### src/inc/led_pwm_defines.svh
`ifndef LED_PWM_DEFINES_SVH
`define LED_PWM_DEFINES_SVH
// ==========================================================
// Clock and modulation rates
`define CLK_HZ         40000000
`define HF_BASE_HZ     32000
`define HF_MID_HZ      64000
`define HF_TOP_HZ      128000
`define LF_BASE_HZ     127
`define LF_MID_HZ      254
`define LF_TOP_HZ      508
`define HF_STEPS_10    1024
`define HF_STEPS_8     256
// Phase accumulator increment for a given period rate and step count
`define STEP_INC(hz, n) (16'((64'd1 * (hz) * (n) * 64'd65536) / `CLK_HZ))
// ==========================================================
// Internal register offsets
`define REG_CTRL       7'h00
`define REG_HF_BASE    7'h01
`define REG_LF_BASE    7'h49
`define REG_UPDATE     7'h6d
`define REG_GCC_G      7'h6e
`define REG_GCC_R      7'h6f
`define REG_GCC_B      7'h70
`define REG_PHASE      7'h71
`define REG_RESET      7'h7f
`define REG_COUNT      114
`define REG_RST_VAL    8'h00
// ==========================================================
// Field positions
`define CTRL_SSD       0
`define CTRL_PMS       1
`define CTRL_HFPS_LO   4
`define CTRL_RGBM      6
`define PH_DELAY       0
`define PH_INVERT      1
`define FMS_LO         2
`define FMS_BOTH       2'h0
`define FMS_HF_ONLY    2'h1
`define FMS_DC         2'h2
`define FMS_OFF        2'h3
// ==========================================================
// Channels, phase groups, addressing
`define NUM_CH         36
`define NUM_PHASE      6
`define PH_STEP_10     10'h0aa
`define PH_STEP_8      10'h02a
`define HALF_10        10'h200
`define HALF_8         10'h080
`define TOP_10         10'h3ff
`define TOP_8          10'h0ff
`define I2C_ADDR_HI    5'h0c
`define STRAP_GND      2'h0
`define STRAP_SCL      2'h1
`define STRAP_SDA      2'h2
`define STRAP_VCC      2'h3
`endif

### src/inc/led_pwm_pkg.sv
package led_pwm_pkg;
	typedef enum {ST_IDLE, ST_ADDR, ST_ACK_A, ST_RX, ST_ACK_W, ST_TX, ST_ACK_R} i2c_state_e;
endpackage : led_pwm_pkg

### src/hdl/i2c_target.sv
`timescale 1ns/1ps
`default_nettype none
`include "led_pwm_defines.svh"
module i2c_target (
	input  wire logic       clk_sys,
	input  wire logic       rst,
	input  wire logic       clr,
	input  wire logic       scl_s,
	input  wire logic       sda_s,
	input  wire logic [6:0] dev_addr,
	input  wire logic [7:0] rd_data,
	output logic            sda_oe,
	output logic            wr_stb,
	output logic [6:0]      wr_addr,
	output logic [7:0]      wr_data,
	output logic [6:0]      ptr
);
	led_pwm_pkg::i2c_state_e state_q;
	logic       scl_d;
	logic       sda_d;
	logic [3:0] cnt_q;
	logic [7:0] sh_q;
	logic [7:0] tx_q;
	logic       rw_q;
	logic       first_q;
	logic       scl_rise;
	logic       scl_fall;
	logic       start_c;
	logic       stop_c;

	always_ff @(posedge clk_sys or posedge rst) begin
		if (rst) begin
			scl_d <= 1'b1;
			sda_d <= 1'b1;
		end else begin
			scl_d <= scl_s;
			sda_d <= sda_s;
		end
	end

	assign scl_rise = scl_s & ~scl_d;
	assign scl_fall = ~scl_s & scl_d;
	assign start_c  = scl_s & scl_d & sda_d & ~sda_s;
	assign stop_c   = scl_s & scl_d & ~sda_d & sda_s;

	// ==========================================================
	// Byte engine; SDA is only ever pulled low
	always_ff @(posedge clk_sys or posedge rst) begin
		if (rst) begin
			state_q <= led_pwm_pkg::ST_IDLE;
			cnt_q   <= 4'h0;
			sh_q    <= 8'h00;
			tx_q    <= 8'hff;
			rw_q    <= 1'b0;
			first_q <= 1'b0;
			ptr     <= 7'h00;
			sda_oe  <= 1'b0;
			wr_stb  <= 1'b0;
			wr_addr <= 7'h00;
			wr_data <= 8'h00;
		end else begin
			wr_stb <= 1'b0;
			if (clr || stop_c) begin
				state_q <= led_pwm_pkg::ST_IDLE;
				sda_oe  <= 1'b0;
			end else if (start_c) begin
				state_q <= led_pwm_pkg::ST_ADDR;
				cnt_q   <= 4'h0;
				sda_oe  <= 1'b0;
			end else begin
				case (state_q)
					led_pwm_pkg::ST_ADDR, led_pwm_pkg::ST_RX: begin
						if (scl_rise) begin
							sh_q  <= {sh_q[6:0], sda_s};
							cnt_q <= cnt_q + 4'h1;
						end else if (scl_fall && cnt_q == 4'h8) begin
							cnt_q <= 4'h0;
							if (state_q == led_pwm_pkg::ST_ADDR) begin
								if (sh_q[7:1] == dev_addr) begin
									sda_oe  <= 1'b1;
									rw_q    <= sh_q[0];
									first_q <= 1'b1;
									state_q <= led_pwm_pkg::ST_ACK_A;
								end else begin
									state_q <= led_pwm_pkg::ST_IDLE;
								end
							end else begin
								sda_oe  <= 1'b1;
								state_q <= led_pwm_pkg::ST_ACK_W;
								first_q <= 1'b0;
								if (first_q) begin
									ptr <= sh_q[6:0];
								end else begin
									wr_stb  <= 1'b1;
									wr_addr <= ptr;
									wr_data <= sh_q;
									ptr     <= ptr + 7'h1;
								end
							end
						end
					end
					led_pwm_pkg::ST_ACK_A: begin
						if (scl_fall) begin
							if (rw_q) begin
								sda_oe  <= ~rd_data[7];
								tx_q    <= {rd_data[6:0], 1'b1};
								cnt_q   <= 4'h1;
								state_q <= led_pwm_pkg::ST_TX;
							end else begin
								sda_oe  <= 1'b0;
								state_q <= led_pwm_pkg::ST_RX;
							end
						end
					end
					led_pwm_pkg::ST_ACK_W: begin
						if (scl_fall) begin
							sda_oe  <= 1'b0;
							state_q <= led_pwm_pkg::ST_RX;
						end
					end
					led_pwm_pkg::ST_TX: begin
						if (scl_fall) begin
							if (cnt_q == 4'h8) begin
								sda_oe  <= 1'b0;
								ptr     <= ptr + 7'h1;
								state_q <= led_pwm_pkg::ST_ACK_R;
							end else begin
								sda_oe <= ~tx_q[7];
								tx_q   <= {tx_q[6:0], 1'b1};
								cnt_q  <= cnt_q + 4'h1;
							end
						end
					end
					led_pwm_pkg::ST_ACK_R: begin
						if (scl_rise) begin
							sh_q[0] <= sda_s;
						end else if (scl_fall) begin
							if (sh_q[0]) begin
								state_q <= led_pwm_pkg::ST_IDLE;
							end else begin
								sda_oe  <= ~rd_data[7];
								tx_q    <= {rd_data[6:0], 1'b1};
								cnt_q   <= 4'h1;
								state_q <= led_pwm_pkg::ST_TX;
							end
						end
					end
					default: begin
						sda_oe <= 1'b0;
					end
				endcase
			end
		end
	end
endmodule : i2c_target
`default_nettype wire

### src/hdl/rgb_led_pwm_driver_ctrl.sv
`timescale 1ns/1ps
`default_nettype none
`include "led_pwm_defines.svh"
// Contract
// 36 channels, combined fast and slow modulation
// Slow stage 127Hz, can disable; fast 32kHz
// Slow stage base, 254Hz or 508Hz
// 8-bit fast rate 32/64/128kHz; 10-bit 32kHz
// Channels grouped green, red, blue by position
// Each color group has 8-bit current code
// Shutdown by low pin or software bit
// Pin rising edge resets I2C engine
// 7-bit address, direction bit last, zero writes
// Upper five address bits fixed, two strapped
// Strap: ground 00, supply 11, SCL 01, SDA 10
// Register pointer auto-increments across bytes
// Serial clock up to 1MHz
// SCL input only; SDA open-drain pull-down
// Optional staggered start over six phase groups
// Optional 180 degree phase on some outputs
// Pointer advances during each data acknowledge
// Group current is max times code over 256
module rgb_led_pwm_driver_ctrl (
	input  wire logic        clk_sys,
	input  wire logic        rst,
	input  wire logic        scl_pin,
	input  wire logic        sda_in,
	output logic             sda_out,
	output logic             sda_oe,
	input  wire logic        shutdown_n_pin,
	input  wire logic        strap_pin,
	output logic [35:0]      led_channel_outputs,
	output logic [7:0]       group_current_code_g,
	output logic [7:0]       group_current_code_r,
	output logic [7:0]       group_current_code_b,
	output logic             chip_shutdown
);
	localparam int SY_SCL = 0;
	localparam int SY_SDA = 1;
	localparam int SY_SDB = 2;
	localparam int SY_STR = 3;
	localparam logic [15:0] INC_10   = `STEP_INC(`HF_BASE_HZ, `HF_STEPS_10);
	localparam logic [15:0] INC_8_LO = `STEP_INC(`HF_BASE_HZ, `HF_STEPS_8);
	localparam logic [15:0] INC_8_MI = `STEP_INC(`HF_MID_HZ, `HF_STEPS_8);
	localparam logic [15:0] INC_8_HI = `STEP_INC(`HF_TOP_HZ, `HF_STEPS_8);

	logic [3:0]  meta_q;
	logic [3:0]  sync_q;
	logic        sdb_d;
	logic        i2c_clr_q;
	logic        seen_hi_q;
	logic        seen_lo_q;
	logic        diff_scl_q;
	logic        diff_sda_q;
	logic [1:0]  warm_q;
	logic [1:0]  strap_bits;
	logic [6:0]  dev_addr;
	logic [7:0]  regs_q [0:`REG_COUNT-1];
	logic [7:0]  live_q [0:`REG_COUNT-1];
	logic        wr_stb;
	logic [6:0]  wr_addr;
	logic [7:0]  wr_data;
	logic [6:0]  ptr;
	logic [7:0]  rd_data;
	logic        i2c_oe;
	logic [7:0]  ctrl;
	logic [7:0]  phase;
	logic        pms;
	logic        rgbm;
	logic [1:0]  hfps;
	logic [15:0] acc_q;
	logic [15:0] inc;
	logic [16:0] acc_sum;
	logic        tick;
	logic [9:0]  hf_cnt_q;
	logic [9:0]  hf_top;
	logic [7:0]  lf_cnt_q;
	logic        shut_q;
	logic [35:0] on_vec;

	// ==========================================================
	// Pin synchronisers
	always_ff @(posedge clk_sys or posedge rst) begin
		if (rst) begin
			meta_q <= 4'hf;
			sync_q <= 4'hf;
		end else begin
			meta_q <= {strap_pin, shutdown_n_pin, sda_in, scl_pin};
			sync_q <= meta_q;
		end
	end

	// ==========================================================
	// Shutdown and engine reset
	always_ff @(posedge clk_sys or posedge rst) begin
		if (rst) begin
			sdb_d     <= 1'b1;
			i2c_clr_q <= 1'b0;
		end else begin
			sdb_d     <= sync_q[SY_SDB];
			i2c_clr_q <= sync_q[SY_SDB] & ~sdb_d;
		end
	end

	always_ff @(posedge clk_sys or posedge rst) begin
		if (rst) begin
			shut_q        <= 1'b1;
			chip_shutdown <= 1'b1;
		end else begin
			shut_q        <= ~sync_q[SY_SDB] | ~ctrl[`CTRL_SSD];
			chip_shutdown <= ~sync_q[SY_SDB] | ~ctrl[`CTRL_SSD];
		end
	end

	// ==========================================================
	// Strap decode: learned by watching the strap against the bus lines
	always_ff @(posedge clk_sys or posedge rst) begin
		if (rst) begin
			seen_hi_q  <= 1'b0;
			seen_lo_q  <= 1'b0;
			diff_scl_q <= 1'b0;
			diff_sda_q <= 1'b0;
			warm_q     <= 2'h0;
		end else begin
			// Synchroniser reset ones are not pin levels; skip them
			warm_q     <= {warm_q[0], 1'b1};
			seen_hi_q  <= seen_hi_q | (warm_q[1] & sync_q[SY_STR]);
			seen_lo_q  <= seen_lo_q | (warm_q[1] & ~sync_q[SY_STR]);
			diff_scl_q <= diff_scl_q | (warm_q[1] & (sync_q[SY_STR] ^ sync_q[SY_SCL]));
			diff_sda_q <= diff_sda_q | (warm_q[1] & (sync_q[SY_STR] ^ sync_q[SY_SDA]));
		end
	end

	// Limitation: until the bus toggles a strap on SCL or SDA reads as supply
	always_comb begin
		if (!seen_lo_q) begin
			strap_bits = `STRAP_VCC;
		end else if (!seen_hi_q) begin
			strap_bits = `STRAP_GND;
		end else if (!diff_scl_q) begin
			strap_bits = `STRAP_SCL;
		end else begin
			strap_bits = `STRAP_SDA;
		end
	end

	assign dev_addr = {`I2C_ADDR_HI, strap_bits};

	// ==========================================================
	// Serial port; SCL never driven, SDA only pulled low
	i2c_target u_i2c (
		.clk_sys  (clk_sys),
		.rst      (rst),
		.clr      (i2c_clr_q),
		.scl_s    (sync_q[SY_SCL]),
		.sda_s    (sync_q[SY_SDA]),
		.dev_addr (dev_addr),
		.rd_data  (rd_data),
		.sda_oe   (i2c_oe),
		.wr_stb   (wr_stb),
		.wr_addr  (wr_addr),
		.wr_data  (wr_data),
		.ptr      (ptr)
	);

	always_ff @(posedge clk_sys or posedge rst) begin
		if (rst) begin
			sda_oe  <= 1'b0;
			sda_out <= 1'b0;
		end else begin
			sda_oe  <= i2c_oe;
			sda_out <= 1'b0;
		end
	end

	// ==========================================================
	// Register file; writes above the map are dropped, except the reset register, which clears all
	always_ff @(posedge clk_sys or posedge rst) begin
		if (rst) begin
			for (int i = 0; i < `REG_COUNT; i++) begin
				regs_q[i] <= `REG_RST_VAL;
			end
		end else if (wr_stb) begin
			if (wr_addr == `REG_RESET) begin
				for (int i = 0; i < `REG_COUNT; i++) begin
					regs_q[i] <= `REG_RST_VAL;
				end
			end else if (wr_addr < 7'(`REG_COUNT) && wr_addr != `REG_UPDATE) begin
				regs_q[wr_addr] <= wr_data;
			end
		end
	end

	// Duty bytes only take effect on an update write, so a frame never tears
	always_ff @(posedge clk_sys or posedge rst) begin
		if (rst) begin
			for (int i = 0; i < `REG_COUNT; i++) begin
				live_q[i] <= `REG_RST_VAL;
			end
		end else if (wr_stb && wr_addr == `REG_RESET) begin
			for (int i = 0; i < `REG_COUNT; i++) begin
				live_q[i] <= `REG_RST_VAL;
			end
		end else if (wr_stb && wr_addr == `REG_UPDATE) begin
			for (int i = 0; i < `REG_COUNT; i++) begin
				live_q[i] <= regs_q[i];
			end
		end
	end

	assign rd_data = (ptr < 7'(`REG_COUNT) && ptr != `REG_UPDATE) ? regs_q[ptr] : 8'h00;
	assign ctrl    = regs_q[`REG_CTRL];
	assign phase   = regs_q[`REG_PHASE];
	assign pms     = ctrl[`CTRL_PMS];
	assign rgbm    = ctrl[`CTRL_RGBM];
	assign hfps    = ctrl[`CTRL_HFPS_LO +: 2];

	// ==========================================================
	// Group current codes
	always_ff @(posedge clk_sys or posedge rst) begin
		if (rst) begin
			group_current_code_g <= `REG_RST_VAL;
			group_current_code_r <= `REG_RST_VAL;
			group_current_code_b <= `REG_RST_VAL;
		end else begin
			group_current_code_g <= regs_q[`REG_GCC_G];
			group_current_code_r <= regs_q[`REG_GCC_R];
			group_current_code_b <= regs_q[`REG_GCC_B];
		end
	end

	// ==========================================================
	// Step rate: fractional accumulator, slow rates are enable pulses
	always_comb begin
		if (pms) begin
			inc = INC_10;
		end else begin
			case (hfps)
				2'h0:    inc = INC_8_LO;
				2'h1:    inc = INC_8_MI;
				default: inc = INC_8_HI;
			endcase
		end
	end

	assign acc_sum = {1'b0, acc_q} + {1'b0, inc};
	assign tick    = acc_sum[16];
	assign hf_top  = pms ? `TOP_10 : `TOP_8;

	always_ff @(posedge clk_sys or posedge rst) begin
		if (rst) begin
			acc_q <= 16'h0000;
		end else begin
			acc_q <= acc_sum[15:0];
		end
	end

	// Slow stage steps once per fast period, so it tracks the fast rate
	always_ff @(posedge clk_sys or posedge rst) begin
		if (rst) begin
			hf_cnt_q <= 10'h000;
			lf_cnt_q <= 8'h00;
		end else if (tick) begin
			if (hf_cnt_q >= hf_top) begin
				hf_cnt_q <= 10'h000;
				lf_cnt_q <= lf_cnt_q + 8'h01;
			end else begin
				hf_cnt_q <= hf_cnt_q + 10'h001;
			end
		end
	end

	// ==========================================================
	// Per-channel modulation
	genvar c;
	generate
		for (c = 0; c < `NUM_CH; c++) begin : g_ch
			localparam int RGB_SRC = (c / 3) * 3;
			localparam int PGRP    = c % `NUM_PHASE;
			localparam logic [9:0] PG = 10'(PGRP);
			localparam bit INV     = (c % 2) == 1;
			logic [7:0] hi;
			logic [7:0] lo;
			logic [7:0] lf;
			logic [1:0] fms;
			logic [9:0] duty;
			logic [9:0] offs;
			logic [9:0] pos;
			logic       hf_on;
			logic       lf_on;
			// RGB mode shares the first register of each triple
			assign hi = rgbm ? live_q[`REG_HF_BASE + 2 * RGB_SRC]
			                 : live_q[`REG_HF_BASE + 2 * c];
			assign lo = rgbm ? live_q[`REG_HF_BASE + 2 * RGB_SRC + 1]
			                 : live_q[`REG_HF_BASE + 2 * c + 1];
			assign lf = rgbm ? live_q[`REG_LF_BASE + RGB_SRC] : live_q[`REG_LF_BASE + c];
			assign fms  = hi[`FMS_LO +: 2];
			assign duty = pms ? {hi[1:0], lo} : {2'b00, lo};
			always_comb begin
				offs = 10'h000;
				if (phase[`PH_DELAY]) begin
					offs = 10'(PG * (pms ? `PH_STEP_10 : `PH_STEP_8));
				end
				if (phase[`PH_INVERT] && INV) begin
					offs = offs + (pms ? `HALF_10 : `HALF_8);
				end
			end
			assign pos   = (hf_cnt_q - offs) & hf_top;
			assign hf_on = pos < duty;
			assign lf_on = {2'b00, lf_cnt_q} < {2'b00, lf};
			always_comb begin
				case (fms)
					`FMS_BOTH:    on_vec[c] = hf_on & lf_on;
					`FMS_HF_ONLY: on_vec[c] = hf_on;
					`FMS_DC:      on_vec[c] = 1'b1;
					default:      on_vec[c] = 1'b0;
				endcase
			end
		end
	endgenerate

	always_ff @(posedge clk_sys or posedge rst) begin
		if (rst) begin
			led_channel_outputs <= 36'h0;
		end else begin
			led_channel_outputs <= shut_q ? 36'h0 : on_vec;
		end
	end
endmodule : rgb_led_pwm_driver_ctrl
`default_nettype wire

### config.mk
export PLATFORM = sky130hd
export DESIGN_NAME = rgb_led_pwm_driver_ctrl
export DESIGN_NICKNAME = d
export VERILOG_FILES = /design/src/inc/led_pwm_pkg.sv /design/src/hdl/i2c_target.sv /design/src/hdl/rgb_led_pwm_driver_ctrl.sv
export VERILOG_INCLUDE_DIRS = /design/src /design/src/inc
export SDC_FILE = /design/constraint.sdc
export NUM_CORES = 2
export LEC_CHECK = 0
export ABC_CLOCK_PERIOD_IN_PS = 57800
export BUFFER_PORTS_ARGS = -buffer_cell sky130_fd_sc_hd__buf_2
export CAP_MARGIN = 40
export CORE_MARGIN = 4
export CORE_UTILIZATION = 45
export DETAILED_ROUTE_END_ITERATION = 12
export PLACE_DENSITY = 0.59
export SLEW_MARGIN = 15
export SYNTH_ARGS = -nofsm -noshare
export SYNTH_HDL_FRONTEND = slang
export SYNTH_SLANG_ARGS = --single-unit
### constraint.sdc
create_clock -name clk_sys -period 57.8 [get_ports clk_sys]
set_clock_uncertainty 0.2 [all_clocks]
set_input_delay 0 -clock clk_sys [delete_from_list [all_inputs] [get_ports clk_sys]]
set_output_delay 0 -clock clk_sys [all_outputs]
set_load 0.005 [all_outputs]
==> impl_results.md <==
- Overall Global Routing Usage: 0.3194
- Worst r2r path cells: 10
- Gpl congestion: 0.9992
- CTS tree: yes
- Avg Cell Area, Syn: 11.21 um2
- Main flop type after synthesis: dfrtp_1
- Hpwl dp: 237.7 mm
- Largest net degree at the start of global routing: 212
- Post-synth EDFFs: 0
- Max rail drop VDD: 0.03342 mV
- Initial antenna violation count: 21
- DR pass1 iterations: 6
- Pwr/cell area: ~25 nW/um2
- Num rows: 167
- Core footprint: approximately 210000 um2
- Vias in the first global route: 69650
- Final number of setup-violating endpoints: 0
- Grt ovf: 0
- Layout cell share with drive strength beyond 1: 0.1201
- Mapped cell area: 93700 um2
- CTS root buf: clkbuf_16
- Fin crit period: between 5 and 6 ns
- Clock sinks: 1793
- CP peak stage delay: approximately 0.73 ns
- Post-Syn Instances: approximately 8400
- Die ar.: 215600 um2
- Setup crit start kind: flip-flop
- Hold crit path type: primary input to async pin
- Drt drc: 0
- Worst path buffer plus inverter count: 3
- Clock latency at the later pin of the worst-skew pair: 0.88 ns
- YS warnings: 0
- Postcts setup bufs: 0
- Die width: 464.3 um
- Post-synth ARST share: 1.000
- CP required: 58.37 ns
- Setup TNS: 0 ns
- Crit. End Element: flip-flop
- Wire length per cell: 31.33 um
- Iter 0 DRT Violations: slightly below 9000
- LEAKAGE: ~44 nW
- Reg clk slew, reported paths: 0.07 ns
- Cts bufs inserted: 196
- Finished Layout Cells: approximately 11000
- Yosys cell types: 82
- Filler Cell Count: about 18000
- Slowest-stage cell, CP: a211oi_1
- Critical path class: flip-flop to flip-flop
- RSZ-0062 raised after global routing: no
- Antenna viol nets, final: 0
- Final WS setup: around 52 ns
- Critical path depth: 10
- Maximum root-to-sink buffer count: 3
- Crit-path leading delay family: compound AO/OA/AOI/OAI gates
- Status: finished, final reports clean
- First-pass GRT wire length: 509.0 mm
- Post-Place Worst Slack: between 50 and 60 ns
- Via/cell ratio: between 6 and 7
- Worst slew pin tran: 1.229 ns
- Nets: 8831
- MaxCap Viol Count: 0
- Total power: 0.002617 W
- Most numerous cell on the critical path: buf_4
- Final hold vios: 0
- Worst-path maximum fanout: 26
- Post-synthesis sequential area ratio: 0.4791
- Seq cells post-synth: 1793
- Maximum clock frequency: 0.1763 GHz
- Routed WL: 350.0 mm
- Cells after DPL: 10780
- Critical-path cell list: buf_4, buf_4, buf_4, mux4_2, a22oi_1, nand3_1, o21ai_0, o21ai_0, a211oi_1, o22ai_1
- Worst path arrival time: 6.24 ns
- Die H: 464.3 um
- Synthesis-to-finish area growth: 11.29%
- Ports: 69
- Final slew viol count: 0
- H-tree depth: 4
- Port Buffer Count: 67
- Vias after detailed routing: 72340
- Relative slew slack: 0.1807
- Final Cycle Share: 0.09815
- Initial Utilization: 0.4525
## power by group
| part | leakage [nW] | internal, W | switching [W] |
|---|---|---|---|
| Clock | 3.21 | 0.000739 | 0.000550 |
| Combinational | 16.3 | 0.0000151 | 0.0000401 |
| Sequential | 24.9 | 0.00126 | 0.0000102 |
| Total | 44.4 | 0.00202 | 0.000601 |
## through the flow
step	area (um2)	utilization	hold WS, ns
after floorplan	93710	-	-0.1955
after global placement	96390	0.4655	-0.09282
after detailed placement	97390	0.4703	-0.09382
after CTS	104000	0.5024	0.04474
after global routing	104300	0.5035	0.05477
final	104300	0.5036	0.02653
## Yosys cell counts (19+ instances only)
master / number / area [um2]
mux2_2: 22 / 247.7
clkbuf_1: 435 / 1633
nand3_1: 659 / 3298
nand2b_1: 53 / 331.6
o31ai_1: 38 / 285.3
buf_4: 40 / 300.3
inv_1: 234 / 878.3
a22o_1: 729 / 6385
ha_1: 618 / 7732
nor2b_1: 85 / 531.8
xor2_1: 23 / 201.4
a2111oi_0: 23 / 201.4
a211oi_1: 47 / 352.8
xnor2_1: 34 / 297.8
o21a_1: 98 / 735.7
and2_1: 53 / 331.6
nand2_1: 512 / 1922
dfstp_2: 19 / 499.2
a21o_1: 67 / 503.0
a31oi_1: 21 / 131.4
a22oi_1: 29 / 217.7
nor3_1: 51 / 255.2
mux2i_1: 672 / 6726
buf_1: 29 / 108.9
o22ai_1: 24 / 150.1
a32o_1: 97 / 970.9
buf_2: 155 / 775.7
a21oi_1: 163 / 815.8
dfrtp_1: 1774 / 44390
o21ai_0: 875 / 4379
mux4_2: 228 / 5135
nor2_1: 165 / 619.3
o211ai_1: 35 / 262.8
## logic make-up after synthesis
group / after synthesis / synth area share
adder cells (fa/ha/maj): 619 / 0.08273
buffers and inverters: 911 / 0.04138
multiplexers: 925 / 0.1301
other: 2 / 0.00008015
AND/OR/NAND/NOR: 1693 / 0.08669
XOR/XNOR: 57 / 0.005328
AO/OA/AOI/OAI: 2357 / 0.1746
flip-flops: 1793 / 0.4791
## cell type report
cell class | count | area, um2 | share of cell area
Antenna cell | 15 | 37.54 | 0.0003599
Clock buffer | 281 | 5689 | 0.05455
Clock inverter | 78 | 844.6 | 0.008099
Inverter | 238 | 900.9 | 0.008638
Multi-Input combinational cell | 5654 | 45240 | 0.4338
Sequential cell | 1793 | 44920 | 0.4307
Tap cell | 2788 | 3488 | 0.03345
Timing Repair Buffer | 323 | 3166 | 0.03035
## final timing paths
kind,endpoint,from,slack [ns]
hold / removal,regs_q[138],rst,0.03
min in group clk_sys,meta_q[0],scl_pin,0.09
max in group asynchronous,regs_q[232],rst,53.08
setup / recovery,u_i2c.tx_q[1],u_i2c.ptr[0],52.13
setup reg to reg,u_i2c.tx_q[1],u_i2c.ptr[0],52.13
hold reg to reg,sync_q[0],meta_q[0],0.16
## cell usage in the layout (no fill, tap or decap), types with 175 or more instances in the layout
master,instances
o21ai_0,875
clkbuf_16,200
buf_4,175
mux2i_1,672
inv_1,231
nand2_1,505
mux4_2,228
ha_1,618
nand3_1,659
dfrtp_1,1761
a22o_1,729
## per-layer routing
layer / part of all wire / wire, um / global-route usage
met2: 0.43 / 148800 / 0.4566
met3: 0.096 / 33450 / 0.07719
met4: 0.056 / 19710 / 0.1633
met1: 0.42 / 147900 / 0.4519
met5: 0.00014 / 49 / 0
## tightest hold or removal path, stage by stage
cell	delay, ns
dlygate4sd3_1	0.53
buf_2	0.11
dlygate4sd3_1	0.62
inv_8	0.18
## timing repair
| item | CTS | global route |
|---|---|---|
| gates resized for setup | 0 | 0 |
| hold buffers | 10 | 0 |
| endpoints found under the hold margin | 245 | 0 |
| setup endpoints to repair | 0 | 0 |
## state kept, by name (all words and copies together) (netlist names), 2 cells and up
| name | count |
|---|---|
| regs_q | 896 |
| u_i2c.ptr | 7 |
| u_i2c.wr_data | 8 |
| live_q | 480 |
| g_ch.hi | 48 |
| group_current_code_b | 8 |
| hf_cnt_q | 10 |
| u_i2c.sh_q | 8 |
| acc_q | 16 |
| u_i2c.cnt_q | 4 |
| meta_q | 4 |
| led_channel_outputs | 36 |
| u_i2c.tx_q | 7 |
| ctrl | 8 |
| lf_cnt_q | 8 |
| phase | 8 |
| group_current_code_g | 8 |
| g_ch.lf | 96 |
| warm_q | 2 |
| g_ch.lo | 96 |
| u_i2c.state_q | 3 |
| u_i2c.wr_addr | 7 |
| sync_q | 4 |
| group_current_code_r | 8 |
Power figures use the tool's default switching activity.
